### config.mk
export PLATFORM = sky130hd
export DESIGN_NAME = fct_timer
export DESIGN_NICKNAME = d
export VERILOG_FILES = /design/src/fct_pkg.sv /design/src/fct_tick.sv /design/src/fct_timer.sv
export VERILOG_INCLUDE_DIRS = /design/src
export SDC_FILE = /design/constraint.sdc
export NUM_CORES = 1
export LEC_CHECK = 0
export ABC_AREA = 1
export BUFFER_PORTS_ARGS = -buffer_cell sky130_fd_sc_hd__buf_2
export CORE_ASPECT_RATIO = 0.8
export CORE_MARGIN = 1.5
export CORE_UTILIZATION = 53
export CTS_CLUSTER_SIZE = 28
export DETAILED_ROUTE_END_ITERATION = 16
export GPL_TIMING_DRIVEN = 1
export PLACE_DENSITY = 0.74
export SLEW_MARGIN = 40
export SYNTH_ARGS = -nofsm -noshare
export SYNTH_HDL_FRONTEND = slang
export SYNTH_HIERARCHICAL = 1
export SYNTH_SLANG_ARGS = --single-unit
### constraint.sdc
create_clock -name i_sys_clk -period 5.5 [get_ports i_sys_clk]
set_input_delay 0.55 -clock i_sys_clk [delete_from_list [all_inputs] [get_ports i_sys_clk]]
set_output_delay 0.55 -clock i_sys_clk [all_outputs]
set_load 0.05 [all_outputs]
### src/fct_params.svh
/*
  timing counts, register offsets and field positions of the fixed-cycle
  timer; assumes a 100 MHz system clock.
*/
`ifndef FCT_PARAMS_SVH
`define FCT_PARAMS_SVH

`define FCT_CLK_HZ 100000000
`define FCT_CLK_NS 10
`define FCT_SRC4096_NS 244141
`define FCT_SRC4096_CYC ((`FCT_SRC4096_NS + `FCT_CLK_NS - 1) / `FCT_CLK_NS)
`define FCT_SRC64_CYC (`FCT_CLK_HZ / 64)
`define FCT_SRC1_CYC (`FCT_CLK_HZ)
`define FCT_SRCMIN_CYC (64'(`FCT_CLK_HZ) * 64'h3c)
`define FCT_RTN_FAST_NS 122000
`define FCT_RTN_FAST_CYC (`FCT_RTN_FAST_NS / `FCT_CLK_NS)
`define FCT_RTN_SLOW_NS 7813000
`define FCT_RTN_SLOW_CYC (`FCT_RTN_SLOW_NS / `FCT_CLK_NS)

`define FCT_ADDR_CNT0 4'hb
`define FCT_ADDR_CNT1 4'hc
`define FCT_ADDR_EXT 4'hd
`define FCT_ADDR_FLAG 4'he
`define FCT_ADDR_CTRL 4'hf
`define FCT_ADDR_IRQ_STAT 4'h1
`define FCT_ADDR_IRQ_MASK 4'h2

`define FCT_BIT_RUN 4
`define FCT_BIT_EVT 4
`define FCT_BIT_IEN 4
`define FCT_PRESET_RST 12'h001

`endif

### src/fct_pkg.sv
/*
  types shared by the fixed-cycle timer files; no assumptions.
*/
`default_nettype none
package fct_pkg;
  typedef enum logic [1:0] {
    FCT_SRC_4096 = 2'b00,
    FCT_SRC_64 = 2'b01,
    FCT_SRC_1 = 2'b10,
    FCT_SRC_MIN = 2'b11
  } fct_src_t;

  typedef enum logic [1:0] {
    FCT_ST_IDLE = 2'b00,
    FCT_ST_ARM = 2'b01,
    FCT_ST_RUN = 2'b10
  } fct_state_t;

  typedef struct packed {
    logic [3:0] addr;
    logic [7:0] wdata;
    logic wr;
    logic rd;
  } fct_bus_t;
endpackage : fct_pkg
`default_nettype wire

### src/fct_tick.sv
/*
  source clock tick generator: one pulse per selected source period;
  assumes restart pulses come from the same clock domain.
*/
`timescale 1ns/1ps
`default_nettype none
`include "fct_params.svh"

module fct_tick
  import fct_pkg::*;
#(
  parameter int unsigned P4096 = `FCT_SRC4096_CYC,
  parameter int unsigned P64 = `FCT_SRC64_CYC,
  parameter int unsigned P1 = `FCT_SRC1_CYC,
  parameter longint unsigned PMIN = `FCT_SRCMIN_CYC
) (
  input wire logic i_sys_clk,
  input wire logic i_rst,
  input wire logic i_restart,
  input wire fct_src_t i_sel,
  output logic o_tick
);
  logic [32:0] cnt_q;
  logic [32:0] period;

  always_comb begin
    case (i_sel)
      FCT_SRC_4096: period = 33'(P4096);
      FCT_SRC_64: period = 33'(P64);
      FCT_SRC_1: period = 33'(P1);
      default: period = 33'(PMIN);
    endcase
  end

  // full period after restart, so first interval never runs long
  always_ff @(posedge i_sys_clk or posedge i_rst) begin
    if (i_rst) begin
      cnt_q <= 33'h0;
      o_tick <= 1'b0;
    end else if (i_restart) begin
      cnt_q <= 33'h0;
      o_tick <= 1'b0;
    end else if (cnt_q >= period - 33'h1) begin
      cnt_q <= 33'h0;
      o_tick <= 1'b1;
    end else begin
      cnt_q <= cnt_q + 33'h1;
      o_tick <= 1'b0;
    end
  end
endmodule : fct_tick

`default_nettype wire

### src/fct_timer.sv
/*
  fixed-cycle countdown timer with event flag, enable-gated open-drain
  request pin and auto-release; registers over a plain strobe port.
  assumes scl comes from a pin and the bus master is on i_sys_clk.
*/
`timescale 1ns/1ps
`default_nettype none
`include "fct_params.svh"

// Notes on behaviour
// RULE_01: run bit starts/stops; stop keeps pin low
// RULE_02: each start loads stored preset
// RULE_03: stopped reads return preset
// RULE_04: event sets flag, held until cleared
// RULE_05: writing 0 clears flag, pin kept
// RULE_06: writing 1 to flag does nothing
// RULE_07: enabled event drives request pin low
// RULE_08: disabled leaves pin; enable clear releases
// RULE_09: pin shared with other interrupt sources
// RULE_10: count starts on scl rise after write
// RULE_11: interval is preset times source period
// RULE_12: first interval never longer than set
// RULE_13: select picks period and release time
// RULE_14: event at 1 to 0, then reload
// RULE_15: host writes preset 1..4095 while stopped
// RULE_16: pin self-releases after release time
// RULE_17: running reads show live count
module fct_timer
  import fct_pkg::*;
#(
  parameter int unsigned RTN_FAST = `FCT_RTN_FAST_CYC,
  parameter int unsigned RTN_SLOW = `FCT_RTN_SLOW_CYC,
  parameter int unsigned P4096 = `FCT_SRC4096_CYC,
  parameter int unsigned P64 = `FCT_SRC64_CYC,
  parameter int unsigned P1 = `FCT_SRC1_CYC,
  parameter longint unsigned PMIN = `FCT_SRCMIN_CYC
) (
  input wire logic i_sys_clk,
  input wire logic i_rst,
  input wire logic [3:0] i_addr,
  input wire logic [7:0] i_wdata,
  input wire logic i_wr,
  input wire logic i_rd,
  input wire logic i_scl,
  input wire logic i_other_irq,
  output logic [7:0] o_rdata,
  output logic o_irq_n_out,
  output logic o_irq_n_oe,
  output logic o_irq
);
  fct_bus_t bus;
  logic scl_m_q, scl_s_q, scl_p_q;
  logic scl_rise;
  logic [11:0] preset_q;
  logic [11:0] count_q;
  logic timer_run_bit_q;
  logic timer_event_flag_q;
  logic timer_irq_enable_q;
  logic source_clock_select_hi_q;
  logic source_clock_select_lo_q;
  fct_state_t state_q;
  logic tick;
  logic evt;
  logic pin_low_q;
  logic [22:0] rtn_q;
  logic [1:0] irq_stat_q;
  logic [1:0] irq_mask_q;
  fct_src_t sel;
  logic [11:0] cnt_rd;
  logic [22:0] low_cnt_q;
  fct_src_t low_sel_q;

  assign bus = '{addr: i_addr, wdata: i_wdata, wr: i_wr, rd: i_rd};
  assign sel = fct_src_t'({source_clock_select_hi_q,
                           source_clock_select_lo_q});
  assign cnt_rd = timer_run_bit_q ? count_q : preset_q; // RULE_03 RULE_17

  function automatic logic wr_at(input fct_bus_t b, input logic [3:0] a);
    wr_at = b.wr && (b.addr == a);
  endfunction : wr_at

  function automatic logic [22:0] rtn_len(input fct_src_t s);
    rtn_len = (s == FCT_SRC_4096) ? 23'(RTN_FAST) : 23'(RTN_SLOW);
  endfunction : rtn_len

  // scl synchroniser and rising edge
  always_ff @(posedge i_sys_clk or posedge i_rst) begin
    if (i_rst) begin
      scl_m_q <= 1'b1;
      scl_s_q <= 1'b1;
      scl_p_q <= 1'b1;
    end else begin
      scl_m_q <= i_scl;
      scl_s_q <= scl_m_q;
      scl_p_q <= scl_s_q;
    end
  end
  assign scl_rise = scl_s_q && !scl_p_q;

  // control bits
  always_ff @(posedge i_sys_clk or posedge i_rst) begin
    if (i_rst) begin
      timer_run_bit_q <= 1'b0;
      source_clock_select_hi_q <= 1'b0;
      source_clock_select_lo_q <= 1'b0;
      timer_irq_enable_q <= 1'b0;
      preset_q <= `FCT_PRESET_RST;
    end else begin
      if (wr_at(bus, `FCT_ADDR_EXT)) begin
        timer_run_bit_q <= bus.wdata[`FCT_BIT_RUN]; // RULE_01
        source_clock_select_hi_q <= bus.wdata[1]; // RULE_13
        source_clock_select_lo_q <= bus.wdata[0];
      end
      if (wr_at(bus, `FCT_ADDR_CTRL)) begin
        timer_irq_enable_q <= bus.wdata[`FCT_BIT_IEN];
      end
      if (wr_at(bus, `FCT_ADDR_CNT0)) begin
        preset_q[7:0] <= bus.wdata;
      end
      if (wr_at(bus, `FCT_ADDR_CNT1)) begin
        preset_q[11:8] <= bus.wdata[3:0];
      end
    end
  end

  // run sequencing: arm on run, start on next scl rise
  always_ff @(posedge i_sys_clk or posedge i_rst) begin
    if (i_rst) begin
      state_q <= FCT_ST_IDLE;
    end else begin
      case (state_q)
        FCT_ST_IDLE: begin
          if (timer_run_bit_q) begin
            state_q <= FCT_ST_ARM;
          end
        end
        FCT_ST_ARM: begin
          if (!timer_run_bit_q) begin
            state_q <= FCT_ST_IDLE;
          end else if (scl_rise) begin
            state_q <= FCT_ST_RUN; // RULE_10
          end
        end
        FCT_ST_RUN: begin
          if (!timer_run_bit_q) begin
            state_q <= FCT_ST_IDLE;
          end
        end
        default: state_q <= FCT_ST_IDLE;
      endcase
    end
  end

  fct_tick #(
    .P4096(P4096),
    .P64(P64),
    .P1(P1),
    .PMIN(PMIN)
  ) u_tick (
    .i_sys_clk(i_sys_clk),
    .i_rst(i_rst),
    .i_restart(state_q != FCT_ST_RUN), // RULE_12
    .i_sel(sel),
    .o_tick(tick)
  );

  assign evt = (state_q == FCT_ST_RUN) && tick && (count_q == 12'h001);

  // down counter
  always_ff @(posedge i_sys_clk or posedge i_rst) begin
    if (i_rst) begin
      count_q <= `FCT_PRESET_RST;
    end else if (state_q != FCT_ST_RUN) begin
      count_q <= preset_q; // RULE_02
    end else if (tick) begin
      if (count_q <= 12'h001) begin
        count_q <= preset_q; // RULE_14 RULE_11
      end else begin
        count_q <= count_q - 12'h001; // RULE_11
      end
    end
  end

  // event flag
  always_ff @(posedge i_sys_clk or posedge i_rst) begin
    if (i_rst) begin
      timer_event_flag_q <= 1'b0;
    end else if (evt) begin
      timer_event_flag_q <= 1'b1; // RULE_04
    end else if (wr_at(bus, `FCT_ADDR_FLAG) &&
                 !bus.wdata[`FCT_BIT_EVT]) begin
      timer_event_flag_q <= 1'b0; // RULE_05 RULE_06
    end
  end

  // request pin with auto-release
  always_ff @(posedge i_sys_clk or posedge i_rst) begin
    if (i_rst) begin
      pin_low_q <= 1'b0;
      rtn_q <= 23'h0;
    end else if (evt && timer_irq_enable_q) begin
      pin_low_q <= 1'b1; // RULE_07
      rtn_q <= rtn_len(sel) - 23'h1;
    end else if (!timer_irq_enable_q) begin
      pin_low_q <= 1'b0; // RULE_08
      rtn_q <= 23'h0;
    end else if (pin_low_q) begin
      if (rtn_q == 23'h0) begin
        pin_low_q <= 1'b0; // RULE_16
      end else begin
        rtn_q <= rtn_q - 23'h1;
      end
    end
  end

  // shared open-drain pin
  always_ff @(posedge i_sys_clk or posedge i_rst) begin
    if (i_rst) begin
      o_irq_n_out <= 1'b0;
      o_irq_n_oe <= 1'b0;
    end else begin
      o_irq_n_out <= 1'b0;
      o_irq_n_oe <= pin_low_q || i_other_irq; // RULE_09
    end
  end

  // sticky status, mask, level interrupt
  always_ff @(posedge i_sys_clk or posedge i_rst) begin
    if (i_rst) begin
      irq_stat_q <= 2'h0;
      irq_mask_q <= 2'h0;
      o_irq <= 1'b0;
    end else begin
      irq_stat_q[0] <= evt || (irq_stat_q[0] &&
        !(wr_at(bus, `FCT_ADDR_IRQ_STAT) && bus.wdata[0]));
      irq_stat_q[1] <= (scl_rise && state_q == FCT_ST_ARM) ||
        (irq_stat_q[1] && !(wr_at(bus, `FCT_ADDR_IRQ_STAT) && bus.wdata[1]));
      if (wr_at(bus, `FCT_ADDR_IRQ_MASK)) begin
        irq_mask_q <= bus.wdata[1:0];
      end
      o_irq <= |(irq_stat_q & irq_mask_q);
    end
  end

  // read port
  always_ff @(posedge i_sys_clk or posedge i_rst) begin
    if (i_rst) begin
      o_rdata <= 8'h00;
    end else if (bus.rd) begin
      case (bus.addr)
        `FCT_ADDR_CNT0: o_rdata <= cnt_rd[7:0];
        `FCT_ADDR_CNT1: o_rdata <= {4'h0, cnt_rd[11:8]};
        `FCT_ADDR_EXT: o_rdata <= {3'h0, timer_run_bit_q, 2'h0,
                                   source_clock_select_hi_q,
                                   source_clock_select_lo_q};
        `FCT_ADDR_FLAG: o_rdata <= {3'h0, timer_event_flag_q, 4'h0};
        `FCT_ADDR_CTRL: o_rdata <= {3'h0, timer_irq_enable_q, 4'h0};
        `FCT_ADDR_IRQ_STAT: o_rdata <= {6'h0, irq_stat_q};
        `FCT_ADDR_IRQ_MASK: o_rdata <= {6'h0, irq_mask_q};
        default: o_rdata <= 8'h00;
      endcase
    end else begin
      o_rdata <= 8'h00;
    end
  end

  // cycles the pin has stayed low since it was last set
  always_ff @(posedge i_sys_clk or posedge i_rst) begin
    if (i_rst) begin
      low_cnt_q <= 23'h0;
      low_sel_q <= FCT_SRC_4096;
    end else if (evt && timer_irq_enable_q) begin
      low_cnt_q <= 23'h0;
      low_sel_q <= sel;
    end else if (pin_low_q) begin
      low_cnt_q <= low_cnt_q + 23'h1;
    end
  end

  a_flag_sets: assert property (@(posedge i_sys_clk) // RULE_04
    disable iff (i_rst) evt |=> timer_event_flag_q)
    else $error("flag not set on event");
  a_flag_one_kept: assert property (@(posedge i_sys_clk) // RULE_06
    disable iff (i_rst) timer_event_flag_q &&
    !(wr_at(bus, `FCT_ADDR_FLAG) && !bus.wdata[`FCT_BIT_EVT])
    |=> timer_event_flag_q)
    else $error("flag lost");
  a_flag_clear: assert property (@(posedge i_sys_clk) // RULE_05
    disable iff (i_rst) wr_at(bus, `FCT_ADDR_FLAG) &&
    !bus.wdata[`FCT_BIT_EVT] && !evt |=> !timer_event_flag_q)
    else $error("flag not cleared");
  a_flag_clear_pin: assert property (@(posedge i_sys_clk) // RULE_05
    disable iff (i_rst) wr_at(bus, `FCT_ADDR_FLAG) && pin_low_q &&
    timer_irq_enable_q && rtn_q != 23'h0 |=> pin_low_q)
    else $error("flag clear released pin");
  a_pin_enabled: assert property (@(posedge i_sys_clk) // RULE_07
    disable iff (i_rst) evt && timer_irq_enable_q |=> ##1 o_irq_n_oe)
    else $error("pin not driven");
  a_pin_disabled: assert property (@(posedge i_sys_clk) // RULE_08
    disable iff (i_rst) !timer_irq_enable_q |=> !pin_low_q)
    else $error("pin kept low");
  a_masked_event: assert property (@(posedge i_sys_clk) // RULE_08
    disable iff (i_rst) evt && !timer_irq_enable_q ##1 !i_other_irq
    |=> !o_irq_n_oe)
    else $error("masked event drove pin");
  a_shared_pin: assert property (@(posedge i_sys_clk) // RULE_09
    disable iff (i_rst) i_other_irq |=> o_irq_n_oe && !o_irq_n_out)
    else $error("shared source not passed");
  a_stop_keeps_pin: assert property (@(posedge i_sys_clk) // RULE_01
    disable iff (i_rst) pin_low_q && timer_irq_enable_q &&
    rtn_q != 23'h0 && !timer_run_bit_q |=> pin_low_q)
    else $error("stop released pin");
  a_run_stops: assert property (@(posedge i_sys_clk) // RULE_01
    disable iff (i_rst) !timer_run_bit_q |=> state_q == FCT_ST_IDLE)
    else $error("timer kept running");
  a_start_preset: assert property (@(posedge i_sys_clk) // RULE_02
    disable iff (i_rst) state_q == FCT_ST_ARM && scl_rise &&
    timer_run_bit_q |=> count_q == preset_q)
    else $error("start not from preset");
  a_count_step: assert property (@(posedge i_sys_clk) // RULE_11
    disable iff (i_rst) state_q == FCT_ST_RUN && tick && count_q > 12'h001
    |=> count_q == $past(count_q) - 12'h001)
    else $error("count did not step");
  a_reload: assert property (@(posedge i_sys_clk) // RULE_14
    disable iff (i_rst) evt |=> count_q == preset_q)
    else $error("no reload");
  a_src_select: assert property (@(posedge i_sys_clk) // RULE_13
    disable iff (i_rst) wr_at(bus, `FCT_ADDR_EXT)
    |=> sel == fct_src_t'($past(i_wdata[1:0])))
    else $error("source select not taken");
  a_idle_read: assert property (@(posedge i_sys_clk) // RULE_03
    disable iff (i_rst) bus.rd && bus.addr == `FCT_ADDR_CNT0 &&
    !timer_run_bit_q |=> o_rdata == $past(preset_q[7:0]))
    else $error("bad read");
  a_live_read: assert property (@(posedge i_sys_clk) // RULE_17
    disable iff (i_rst) bus.rd && bus.addr == `FCT_ADDR_CNT0 &&
    timer_run_bit_q |=> o_rdata == $past(count_q[7:0]))
    else $error("live read wrong");
  a_status_sticky: assert property (@(posedge i_sys_clk)
    disable iff (i_rst) irq_stat_q[0] &&
    !(wr_at(bus, `FCT_ADDR_IRQ_STAT) && i_wdata[0]) |=> irq_stat_q[0])
    else $error("status bit lost");
  a_pin_timeout: assert property (@(posedge i_sys_clk) // RULE_16
    disable iff (i_rst) pin_low_q |-> low_cnt_q < rtn_len(low_sel_q))
    else $error("no auto release");
endmodule : fct_timer

`default_nettype wire

==> run_results.csv, run 1 <==
group,metric,value,unit
outcome,status,"finished clean",
sta,fin_crit_sh,54.24,%
yosys,synth-edff-count,0,
clock_network,htree_num_levels,3,
die,die_y,107.9,µm
clock_network,numClockSinks,106,
routing,wirelength,17.30,mm
power_and_ir_drop,internal_power,0.001636,W
yosys,synth_xor_xnor_area_share,0.9619,%
sta,max-slew-margin-rel,47.49,%
place,port_buffers,27,
routing,drcViolationCount,0,
sta,finalSetupTns,0,ns
finish,finalNetCount,1135,
yosys,synth_compound_area_share,8.090,%
power_and_ir_drop,power_leakage,3.957,nW
yosys,synth_area_per_cell,6.931,µm²
yosys,ys_types,40,
finish,layout-drive-gt1-share,12.31,%
sta,fin_skew,0.008434,ns
routing,dr.pass1.iters,5,
clock_network,root_buffer,"clkbuf_16",
sta,maxSlewViolCount,0,
power_and_ir_drop,sequentialPowerShare,38.1,%
setup_path,worstSetupPathType,"flop to flop",
global_route,grt_pass1_wl,28.73,mm
clock_network,postCtsHoldBufs,0,
yosys,yosys.area_share.simple,38.23,%
finish,fillCellCount,1312,
setup_path,critPathLaunch,"source_clock_select_hi_q",
finish,area_delta_synth_final,7.678,%
yosys,ys_seq_area_share,36.50,%
sta,fin_crit,2.983,ns
yosys,synth_area_leaders,"dfrtp_1 (35%), nand2_1 (16%), ha_1 (7.2%)",
sta,hold_violations,0,
sta,max_freq,335.2,MHz
routing,drt-initial-drc-count,640,
clock_network,clk_path_buf_depth,2,
power_and_ir_drop,peakVddDrop,0.3236,mV
yosys,netlist.top_cell.by_area,"dfrtp_1",
sta,rsz0062_at_grt,"no",
setup_path,cp_data_arrival_time,3.20,ns
finish,diodes,0,
yosys,yosysWarnings,6,
clock_network,ctsResizeCount,0,
routing,wire_per_inst,13.73,µm
yosys,muxShareOfSynthArea,0.1546,%
yosys,netlist_instances,1051,
power_and_ir_drop,combPwrFrac,38.2,%
routing,ant_nets,0,
yosys,async_flop_share,100.0,%
global_route,antenna_found_initial,0,
die,fp.dieW,134.1,µm
power_and_ir_drop,sw_frac_of_total,41.84,%
place,dp_hpwl,12.71,mm
die,die_area,0.01446,mm²
setup_path,worstSetupEndpointType,"flop",
yosys,yosys_register_bits,106,
sta,setup_viol,0,
min_path,hold_path_class,"primary input to flop",
die,core_area,0.01350,mm²
min_path,hold_start,"i_scl",
yosys,ys.flop_type,"dfrtp_1",
power_and_ir_drop,cellPowerDensity,358.5,mW/mm²
yosys,synth_area,0.007284,mm²
global_route,track_usage,25.15,%
clock_network,clk_pin_slew_worst_paths,0.07,ns
sta,worst_pin_slew,0.7828,ns
setup_path,crit_fanout,33,
power_and_ir_drop,clockPowerShare,23.7,%
global_route,grt_max_degree,73,
clock_network,cts_tree,"built",
setup_path,r2r-start,"source_clock_select_hi_q",
global_route,first_global_vias,5925,
routing,drt-vias-per-instance,5.283,
die,floorplan.initialDensity,53.95,%
global_route,grt_overflow,0,
setup_path,critPathRequiredTime,5.71,ns
routing,vias,6657,
power_and_ir_drop,power_switching,0.001177,W
place,place_congestion,0.9279,
yosys,yosys.area.top_type_share,34.70,%
clock_network,cts_setup_buffers,0,
finish,fin_util,58.09,%
clock_network,clock_latency,0.36,ns
yosys,synth_top_family_by_area,"simple AND/OR/NAND/NOR gates",
clock_network,cts_buffers,9,
flow_run,maxCapViolCount,0,
die,io_pins,29,
die,placementRows,38,
yosys,synthAdderAreaFrac,7.214,%
setup_path,start_kind,"flop",
-- layout make-up --
type / count / area, µm² / area share (%)
clock buffers: 12 / 246.5 / 3.142
clock inverters: 4 / 52.55 / 0.6700
inverters: 134 / 510.5 / 6.508
multi-input cells: 795 / 3996 / 50.95
flip-flops and latches: 106 / 2659 / 33.90
well taps: 180 / 225.2 / 2.871
repair buffers: 29 / 153.9 / 1.962
-- through the flow --
stage          setup WS, ns  instance area, µm²  total power, W  hold slack, ns  cells
6_report              2.517                7844        0.002812          0.2885   1260
5_1_grt               2.297                7844        0.003056          0.2739   1260
4_1_cts               2.554                7844        0.002816          0.2795   1260
3_5_place_dp          2.572                7545        0.002135          0.3470   1244
3_3_place_gp          2.763                7541        0.002110          0.3471   1244
2_1_floorplan         3.133                7292        0.001916          0.3452   1053
-- state kept, by name (all words and copies together) (netlist names) --
| name | cells |
|---|---|
| o_irq | 1 |
| state_q | 2 |
| u_tick/o_tick | 1 |
| timer_run_bit_q | 1 |
| irq_stat_q | 2 |
| scl_p_q | 1 |
| o_rdata | 8 |
| preset_q | 12 |
| irq_mask_q | 2 |
| count_q | 12 |
| o_irq_n_oe | 1 |
| rtn_q | 23 |
| source_clock_select_hi_q | 1 |
| scl_m_q | 1 |
| u_tick/cnt_q | 33 |
| scl_s_q | 1 |
| source_clock_select_lo_q | 1 |
| pin_low_q | 1 |
| timer_irq_enable_q | 1 |
| timer_event_flag_q | 1 |
-- critical path: stages (launching register included) --
cell,delay (ns)
dfrtp_1,0.52
inv_1,0.27
ha_1,0.38
inv_1,0.08
ha_1,0.30
nand2_1,0.07
nor2_1,0.14
nand2_1,0.07
nor2_1,0.15
nand3_1,0.13
nand2_1,0.11
nor2_2,0.05
nand2_4,0.43
nor2_1,0.08
-- path summary, 6_finish.rpt --
path / endpoint / slack [ns] / cells after the start
max in group asynchronous: count_q[9] / 4.69 / 3
setup reg to reg: u_tick/cnt_q[1] / 2.52 / 13
hold reg to reg: scl_s_q / 0.36 / 0
setup / recovery: u_tick/cnt_q[1] / 2.52 / 13
hold / removal: scl_m_q / 0.29 / 1
min in group asynchronous: u_tick/cnt_q[2] / 0.31 / 3
-- cells in the final DEF, fill, tap and decap left out, types with 7 or more instances in the layout --
master,netlist,layout
nand2_1,317,317
inv_1,127,126
nor2_1,123,123
dfrtp_1,101,101
nand3_1,84,84
o21ai_0,53,53
ha_1,42,42
a21oi_1,40,40
nor2_2,39,39
buf_2,5,27
nand2_2,17,17
nor3_1,15,15
nand4_1,11,11
clkbuf_16,0,9
o21ai_1,7,7
-- routing by layer --
metal	routed length (µm)	GRT usage, %	share of wire, %
met1	8399	36.61	49
met5	0	0	0
met3	1289	5.885	7.4
met2	7405	38.11	43
met4	210	5.376	1.2
-- Yosys cell counts (2+ instances only) --
cell type and instances:
ha_1 42, dfstp_2 5, inv_1 127, nand4_1 11, o21ai_0 53, xnor2_1 3, a21o_1 2, xor2_1 5
or2_2 5, buf_6 6, nor2_1 123, dfrtp_1 101, clkbuf_1 4, o22ai_1 6, nand2_4 3, nand3_1 84
nor3_1 15, nor2_4 5, conb_1 2, o21ai_1 7, o21bai_1 2, nand2_1 317, buf_4 2, inv_2 4
nand3_2 4, nor2_2 39, nand2_2 17, nor3_2 2, a21oi_1 40, buf_2 5
-- power groups by stage --
stage	combinational [W]	sequential, W	clock (W)
2_1_floorplan	0.000871	0.00105	0
6_report	0.00107	0.00107	0.000667
3_3_place_gp	0.00103	0.00108	0
5_1_grt	0.00125	0.00109	0.000715
3_5_place_dp	0.00106	0.00108	0
4_1_cts	0.00107	0.00107	0.000683
-- cell families (layout without fill, tap and decap cells) --
family	Yosys count	after routing
mux	1	1
xor+xnor	8	8
other cells	2	4
flops	106	106
fa+ha+maj	42	42
buf+inv	152	179
simple gates	627	627
compound gates	113	113
No activity file was read; power rests on OpenSTA's default activity.
==> run 2, diff against run 1 <==
- PLACE_DENSITY: 0.74 -> 0.77
- clock period: 5.5 -> 2.5 ns (I/O delays scaled with it)
==> run 2 against run 1 <==
Net effect:
- setup slack lost 2.4 ns
- hold slack got worse by 0.21 ns
- first-iteration DRC count shrank 6.7%
- critical endpoint is now u_tick/cnt_q[2]
- largest cell class unchanged
- largest power group is now combinational logic
==> run_results.csv, run 2 (synthesis gave the netlist of run 1 again) <==
group,metric,value,unit
clock_network,cts_tree,"built",
setup_path,worstSetupPathType,"flop to flop",
global_route,busiest_layer,"met2",
place,pre_cts_ws,0.1592,ns
finish,largestRegisters,"u_tick/cnt_q (33), rtn_q (23)",
finish,final_cell_mix,"nand2_1 (317), inv_1 (126), nor2_1 (123)",
global_route,first_global_vias,6065,
finish,finalNetCount,1150,
outcome,status,"finished clean",
setup_path,critPathRequiredTime,2.74,ns
setup_path,crit_family,"simple AND/OR/NAND/NOR gates",
power_and_ir_drop,finalPower,0.006125,W
power_and_ir_drop,peakVddDrop,0.6137,mV
finish,area_delta_synth_final,9.533,%
setup_path,cpPeakStageDelay,0.35,ns
finish,diodes,0,
die,die_area,0.01446,mm²
sta,holdWs,0.08331,ns
routing,drt-vias-per-instance,5.292,
sta,maxSlewViolCount,0,
sta,setup_viol,0,
flow_run,maxCapViolCount,0,
global_route,grt_overflow,0,
routing,drcViolationCount,0,
power_and_ir_drop,power_leakage,4.037,nW
clock_network,htree_num_levels,3,
setup_path,cp_slowest_cell,"dfrtp_1",
sta,fin_crit,2.352,ns
routing,wirelength,17.59,mm
sta,worst_pin_slew,0.7586,ns
global_route,grt_max_degree,35,
routing,ant_nets,0,
finish,final_common_cell,"nand2_1",
setup_path,worstSetupEndpointType,"flop",
setup_path,crit_fanout,10,
power_and_ir_drop,cellPowerDensity,767.7,mW/mm²
clock_network,clock_latency,0.37,ns
sta,rsz0062_at_grt,"no",
sta,finalSetupTns,0,ns
setup_path,cp_data_arrival_time,2.59,ns
routing,dr.pass1.iters,7,
global_route,met1_usage,37.24,%
die,io_pins,29,
setup_path,cpMostUsedCell,"nand2_1",
finish,largest-register,"u_tick/cnt_q",
finish,fin_util,59.09,%
sta,fin_skew,0.01149,ns
routing,wire_per_inst,13.79,µm
global_route,antenna_found_initial,0,
finish,layout-drive-gt1-share,13.61,%
die,die_y,107.9,µm
die,fp.dieW,134.1,µm
sta,setup_slack,0.1482,ns
clock_network,cts_buffers,9,
place,dp_hpwl,13.04,mm
global_route,use_met3,6.403,%
die,floorplan.initialDensity,53.95,%
setup_path,start_kind,"flop",
routing,vias,6747,
sta,max_freq,425.2,MHz
die,placementRows,38,
place,place_congestion,0.9163,
setup_path,crit_buf_inv,3,
global_route,track_usage,25.66,%
clock_network,clk_path_buf_depth,2,
sta,fin_crit_sh,94.07,%
clock_network,root_buffer,"clkbuf_16",
clock_network,ctsResizeCount,0,
routing,drt-initial-drc-count,597,
setup_path,worstPathCellList,"inv_1, ha_1, inv_1, ha_1, nand2_1, nor2_1, nand3_1, nand2_1, nand3_1, nand2_1, nor2_2, nand2_4, clkbuf_16, nor2_4",
sta,max-slew-margin-rel,49.24,%
sta,hold_violations,0,
clock_network,clk_pin_slew_worst_paths,0.07,ns
global_route,use_met2,38.22,%
min_path,hold_path_class,"primary input to flop",
die,core_area,0.01350,mm²
global_route,grt_pass1_wl,29.28,mm
place,port_buffers,27,
finish,largest_reg_flops,33,
clock_network,numClockSinks,106,
## run 2: path summary, 6_finish.rpt
kind	from	endpoint	slack, ns	cells after the start
max in group asynchronous	i_rst	scl_p_q	1.32	4
hold reg to reg	scl_m_q	scl_s_q	0.35	0
min in group asynchronous	i_rst	rtn_q[3]	0.47	3
hold / removal	i_other_irq	o_irq_n_oe	0.08	2
setup / recovery	source_clock_select_hi_q	u_tick/cnt_q[2]	0.15	14
setup reg to reg	source_clock_select_hi_q	u_tick/cnt_q[2]	0.15	14
## run 2: final cells by class
class | instances | area [µm²]
fill | 1289 | 5524
multi-input combinational | 795 | 3996
sequential | 106 | 2659
inverter | 134 | 510.5
timing repair buffer | 44 | 310.3
clock buffer | 9 | 225.2
tap | 180 | 225.2
clock inverter | 7 | 52.55
## run 2: power by group
group	leakage (nW)	switching [W]	total (W)	internal, W
clock network	0.137	0.000694	0.00138	0.000685
registers	1.39	0.000306	0.00231	0.00201
logic	2.51	0.00162	0.00243	0.000812
total	4.04	0.00262	0.00613	0.00350
## run 2: metrics by stage
step	std cells	area [µm²]
finish	1275	7979
global placement	1254	7641
detailed placement	1254	7641
global route	1275	7979
floorplan	1053	7292
CTS	1272	7939
## run 2: repair_timing
item / in CTS / in global routing
hold buffers: 2 / 0
setup buffers: 0 / 2
endpoints found under the setup margin: 0 / 27
endpoints found under the hold margin: 23 / 0
## run 2: worst register-to-register path: cells and delay by family (launching register included)
kind,cells,cell delay (ns)
adder cells (fa/ha/maj),2,0.62
AND/OR/NAND/NOR,9,0.89
flip-flops,1,0.35
buffers and inverters,3,0.38
## run 2: routing by layer
layer,vias to the layer above,wire length [µm]
li1,3408,-
met1,3101,8490
met2,209,7525
met3,29,1291
met4,0,280
met5,-,0
==> run 3, diff against run 2 <==
- ABC_AREA: 1 -> default
- CORE_ASPECT_RATIO: 0.8 -> 0.9
- CORE_MARGIN: 1.5 -> default
==> run 3 against run 2 <==
Net effect:
- the flow now finishes with violations (setup timing)
- synthesized cell count fell by 39%
- total power shrank 23%
- synthesized area fell by 11%
- cell count is 31% lower
- critical path depth is 4 lower
- non-clock buffer count up 46
- sequential power down 10%
- combinational power decreased by 50%
- design area down 1.9%
- clock skew increased by 0.0047 ns
- critical path type unchanged
- highest routed layer unchanged
==> run_results.csv, run 3 <==
group,metric,value,unit
setup_path,critPathLaunch,"source_clock_select_hi_q",
finish,layout-drive-gt1-share,30.51,%
die,die_area,0.01269,mm²
sta,hold_violations,0,
routing,drt-vias-per-instance,6.170,
global_route,antenna_found_initial,0,
clock_network,cts_buffers,9,
yosys,synth_area_per_cell,10.15,µm²
routing,vias,5411,
min_path,hold_start,"i_other_irq",
clock_network,clock_latency,0.37,ns
routing,drt-initial-drc-count,440,
global_route,grt_pass1_wl,26.03,mm
die,io_pins,29,
yosys,yosysMostFrequentCell,"dfrtp_1",
setup_path,critPathRequiredTime,2.78,ns
yosys,yosysWarnings,6,
setup_path,reg2reg_depth,10,
sta,setup_slack,-0.2627,ns
sta,rsz0062_at_grt,"yes",
global_route,grt_overflow,0,
die,placementRows,37,
die,fp.dieW,118.6,µm
sta,max_freq,362.0,MHz
clock_network,numClockSinks,106,
die,core_area,0.01167,mm²
clock_network,clk_path_buf_depth,2,
finish,finalNetCount,776,
outcome,status,"finished, violations left",
yosys,synth-edff-count,0,
routing,ant_nets,0,
sta,setup_viol,34,
setup_path,cp_data_arrival_time,3.04,ns
power_and_ir_drop,peakVddDrop,0.3748,mV
routing,drcViolationCount,0,
yosys,async_flop_share,100.0,%
min_path,hold_path_class,"primary input to flop",
finish,largestRegisters,"u_tick/cnt_q (33), rtn_q (23)",
sta,worst_pin_slew,0.6086,ns
place,port_buffers,27,
place,pre_cts_ws,-0.1728,ns
sta,fin_crit,2.763,ns
routing,wirelength,16.05,mm
global_route,first_global_vias,5234,
yosys,synth_common_cells,"dfrtp_1 (101), ha_1 (42), nor2_1 (38)",
routing,wire_per_inst,18.30,µm
finish,largest_reg_flops,33,
yosys,synth_area,0.006486,mm²
power_and_ir_drop,cellPowerDensity,598.9,mW/mm²
finish,final_cell_mix,"dfrtp_1 (99), buf_4 (49), nor2_1 (38)",
setup_path,start_kind,"flop",
sta,max-slew-margin-rel,58.85,%
die,die_y,107.0,µm
yosys,netlist_instances,639,
global_route,track_usage,26.28,%
yosys,ys_seq_area_share,40.99,%
finish,fin_util,67.07,%
routing,dr.pass1.iters,5,
finish,instances_no_fill,877,
finish,area_delta_synth_final,20.64,%
finish,diodes,0,
sta,maxSlewViolCount,0,
min_path,hold_depth,2,
sta,fin_crit_sh,110.5,%
yosys,yosys_register_bits,106,
outcome,failed_checks,"setup timing",
yosys,yosys.area.top_type_share,38.97,%
place,place_congestion,0.8972,
setup_path,r2r_end,"u_tick/cnt_q[1]",
yosys,ys.flop_type,"dfrtp_1",
yosys,synth_area_leaders,"dfrtp_1 (39%), ha_1 (8.1%), nor3_2 (4.6%)",
setup_path,crit_fanout,6,
finish,final_common_cell,"dfrtp_1",
global_route,grt_max_degree,53,
yosys,ys_types,72,
place,placed_cells,844,
flow_run,maxCapViolCount,0,
power_and_ir_drop,power_leakage,3.225,nW
clock_network,cts_tree,"built",
min_path,holdPathEnd,"o_irq_n_oe",
finish,largest-register,"u_tick/cnt_q",
place,dp_hpwl,10.73,mm
setup_path,worstSetupPathType,"flop to flop",
clock_network,root_buffer,"clkbuf_16",
die,floorplan.initialDensity,55.60,%
clock_network,clk_pin_slew_worst_paths,0.08,ns
sta,fin_skew,0.01621,ns
sta,holdWs,0.07480,ns
sta,finalSetupTns,-7.967,ns
setup_path,r2r_slack,-0.26,ns
setup_path,worstSetupEndpointType,"flop",
yosys,netlist.top_cell.by_area,"dfrtp_1",
clock_network,htree_num_levels,3,
setup_path,r2r-start,"source_clock_select_hi_q",
## run 3: cell count changes in the layout (fill, tap and decap cells not counted), moves of 14 or more
cell	delta
nor2_1	-85
buf_4	+37
mux2_2	+19
a21oi_1	-14
nor4_1	+20
nor2_2	-39
inv_1	-110
nand2_1	-287
nor3_1	+14
xnor2_1	+29
nor3_2	+30
nand3_1	-58
nand2_2	-17
o21ai_0	-33
## run 3: timing repair
| action | 4_1_cts | 5_1_grt |
|---|---|---|
| setup endpoints to repair | 33 | 34 |
| cloned | 3 | 2 |
| resized for setup | 19 | 22 |
| endpoints found under the hold margin | 21 | 0 |
| pin swaps | 12 | 10 |
| hold buffers | 2 | 0 |
| buffers inserted | 5 | 5 |
## run 3: critical path, stage by stage, from the launching register on
cell and delay, ns:
dfrtp_2 0.46, clkinv_4 0.13, ha_4 0.32, inv_6 0.05
ha_4 0.21, and4_1 0.17, and3_4 0.16, and4_4 0.16
or4b_4 0.66, buf_12 0.20, nor3b_2 0.14
## run 3: layer usage
layer,vias up,part of all wire [%],GRT usage (%)
li1,2522,-,-
met1,2669,43,33.84
met2,184,50,43.90
met3,36,4.8,5.585
met4,0,2.5,9.313
met5,-,0,0
## run 3: how the worst max path moves through the flow
stage | to | slack (ns) | depth (start not counted)
floorplan | u_tick/cnt_q[7] | -0.03 | 11
global placement | u_tick/cnt_q[1] | -0.1 | 9
detailed placement | u_tick/cnt_q[2] | -0.17 | 9
CTS | u_tick/cnt_q[1] | -0.17 | 9
global route | u_tick/cnt_q[17] | -0.35 | 11
finish | u_tick/cnt_q[1] | -0.26 | 10
## run 3: layout make-up
class | count | area, µm²
multi-input cells | 485 | 3831
fillers | 913 | 3841
inverters | 24 | 102.6
well taps | 156 | 195.2
clock inverters | 6 | 48.80
repair buffers | 90 | 747.0
flip-flops and latches | 106 | 2661
clock buffers | 10 | 239.0
## run 3: power breakdown
part	switching, W	leakage, nW	internal, W	total (W)
Combinational	0.000656	1.68	0.000569	0.00122
Sequential	0.000200	1.40	0.00188	0.00208
Clock	0.000666	0.143	0.000714	0.00138
## run 3: kinds of logic after synthesis
family          after synthesis  share of synthesized area [%]
simple gates                254                          24.25
flops                       106                          40.99
compound gates              105                          10.86
buf+inv                      50                          3.858
xor+xnor                     47                          6.347
fa+ha+maj                    42                          8.102
mux                          33                          5.478
other cells                   2                         0.1158
## run 3: metrics by stage
stage / instance area [µm²] / power, W
floorplan: 6554 / 0.002769
global placement: 7118 / 0.003108
detailed placement: 7118 / 0.003154
CTS: 7624 / 0.004619
global route: 7825 / 0.004912
finish: 7825 / 0.004687
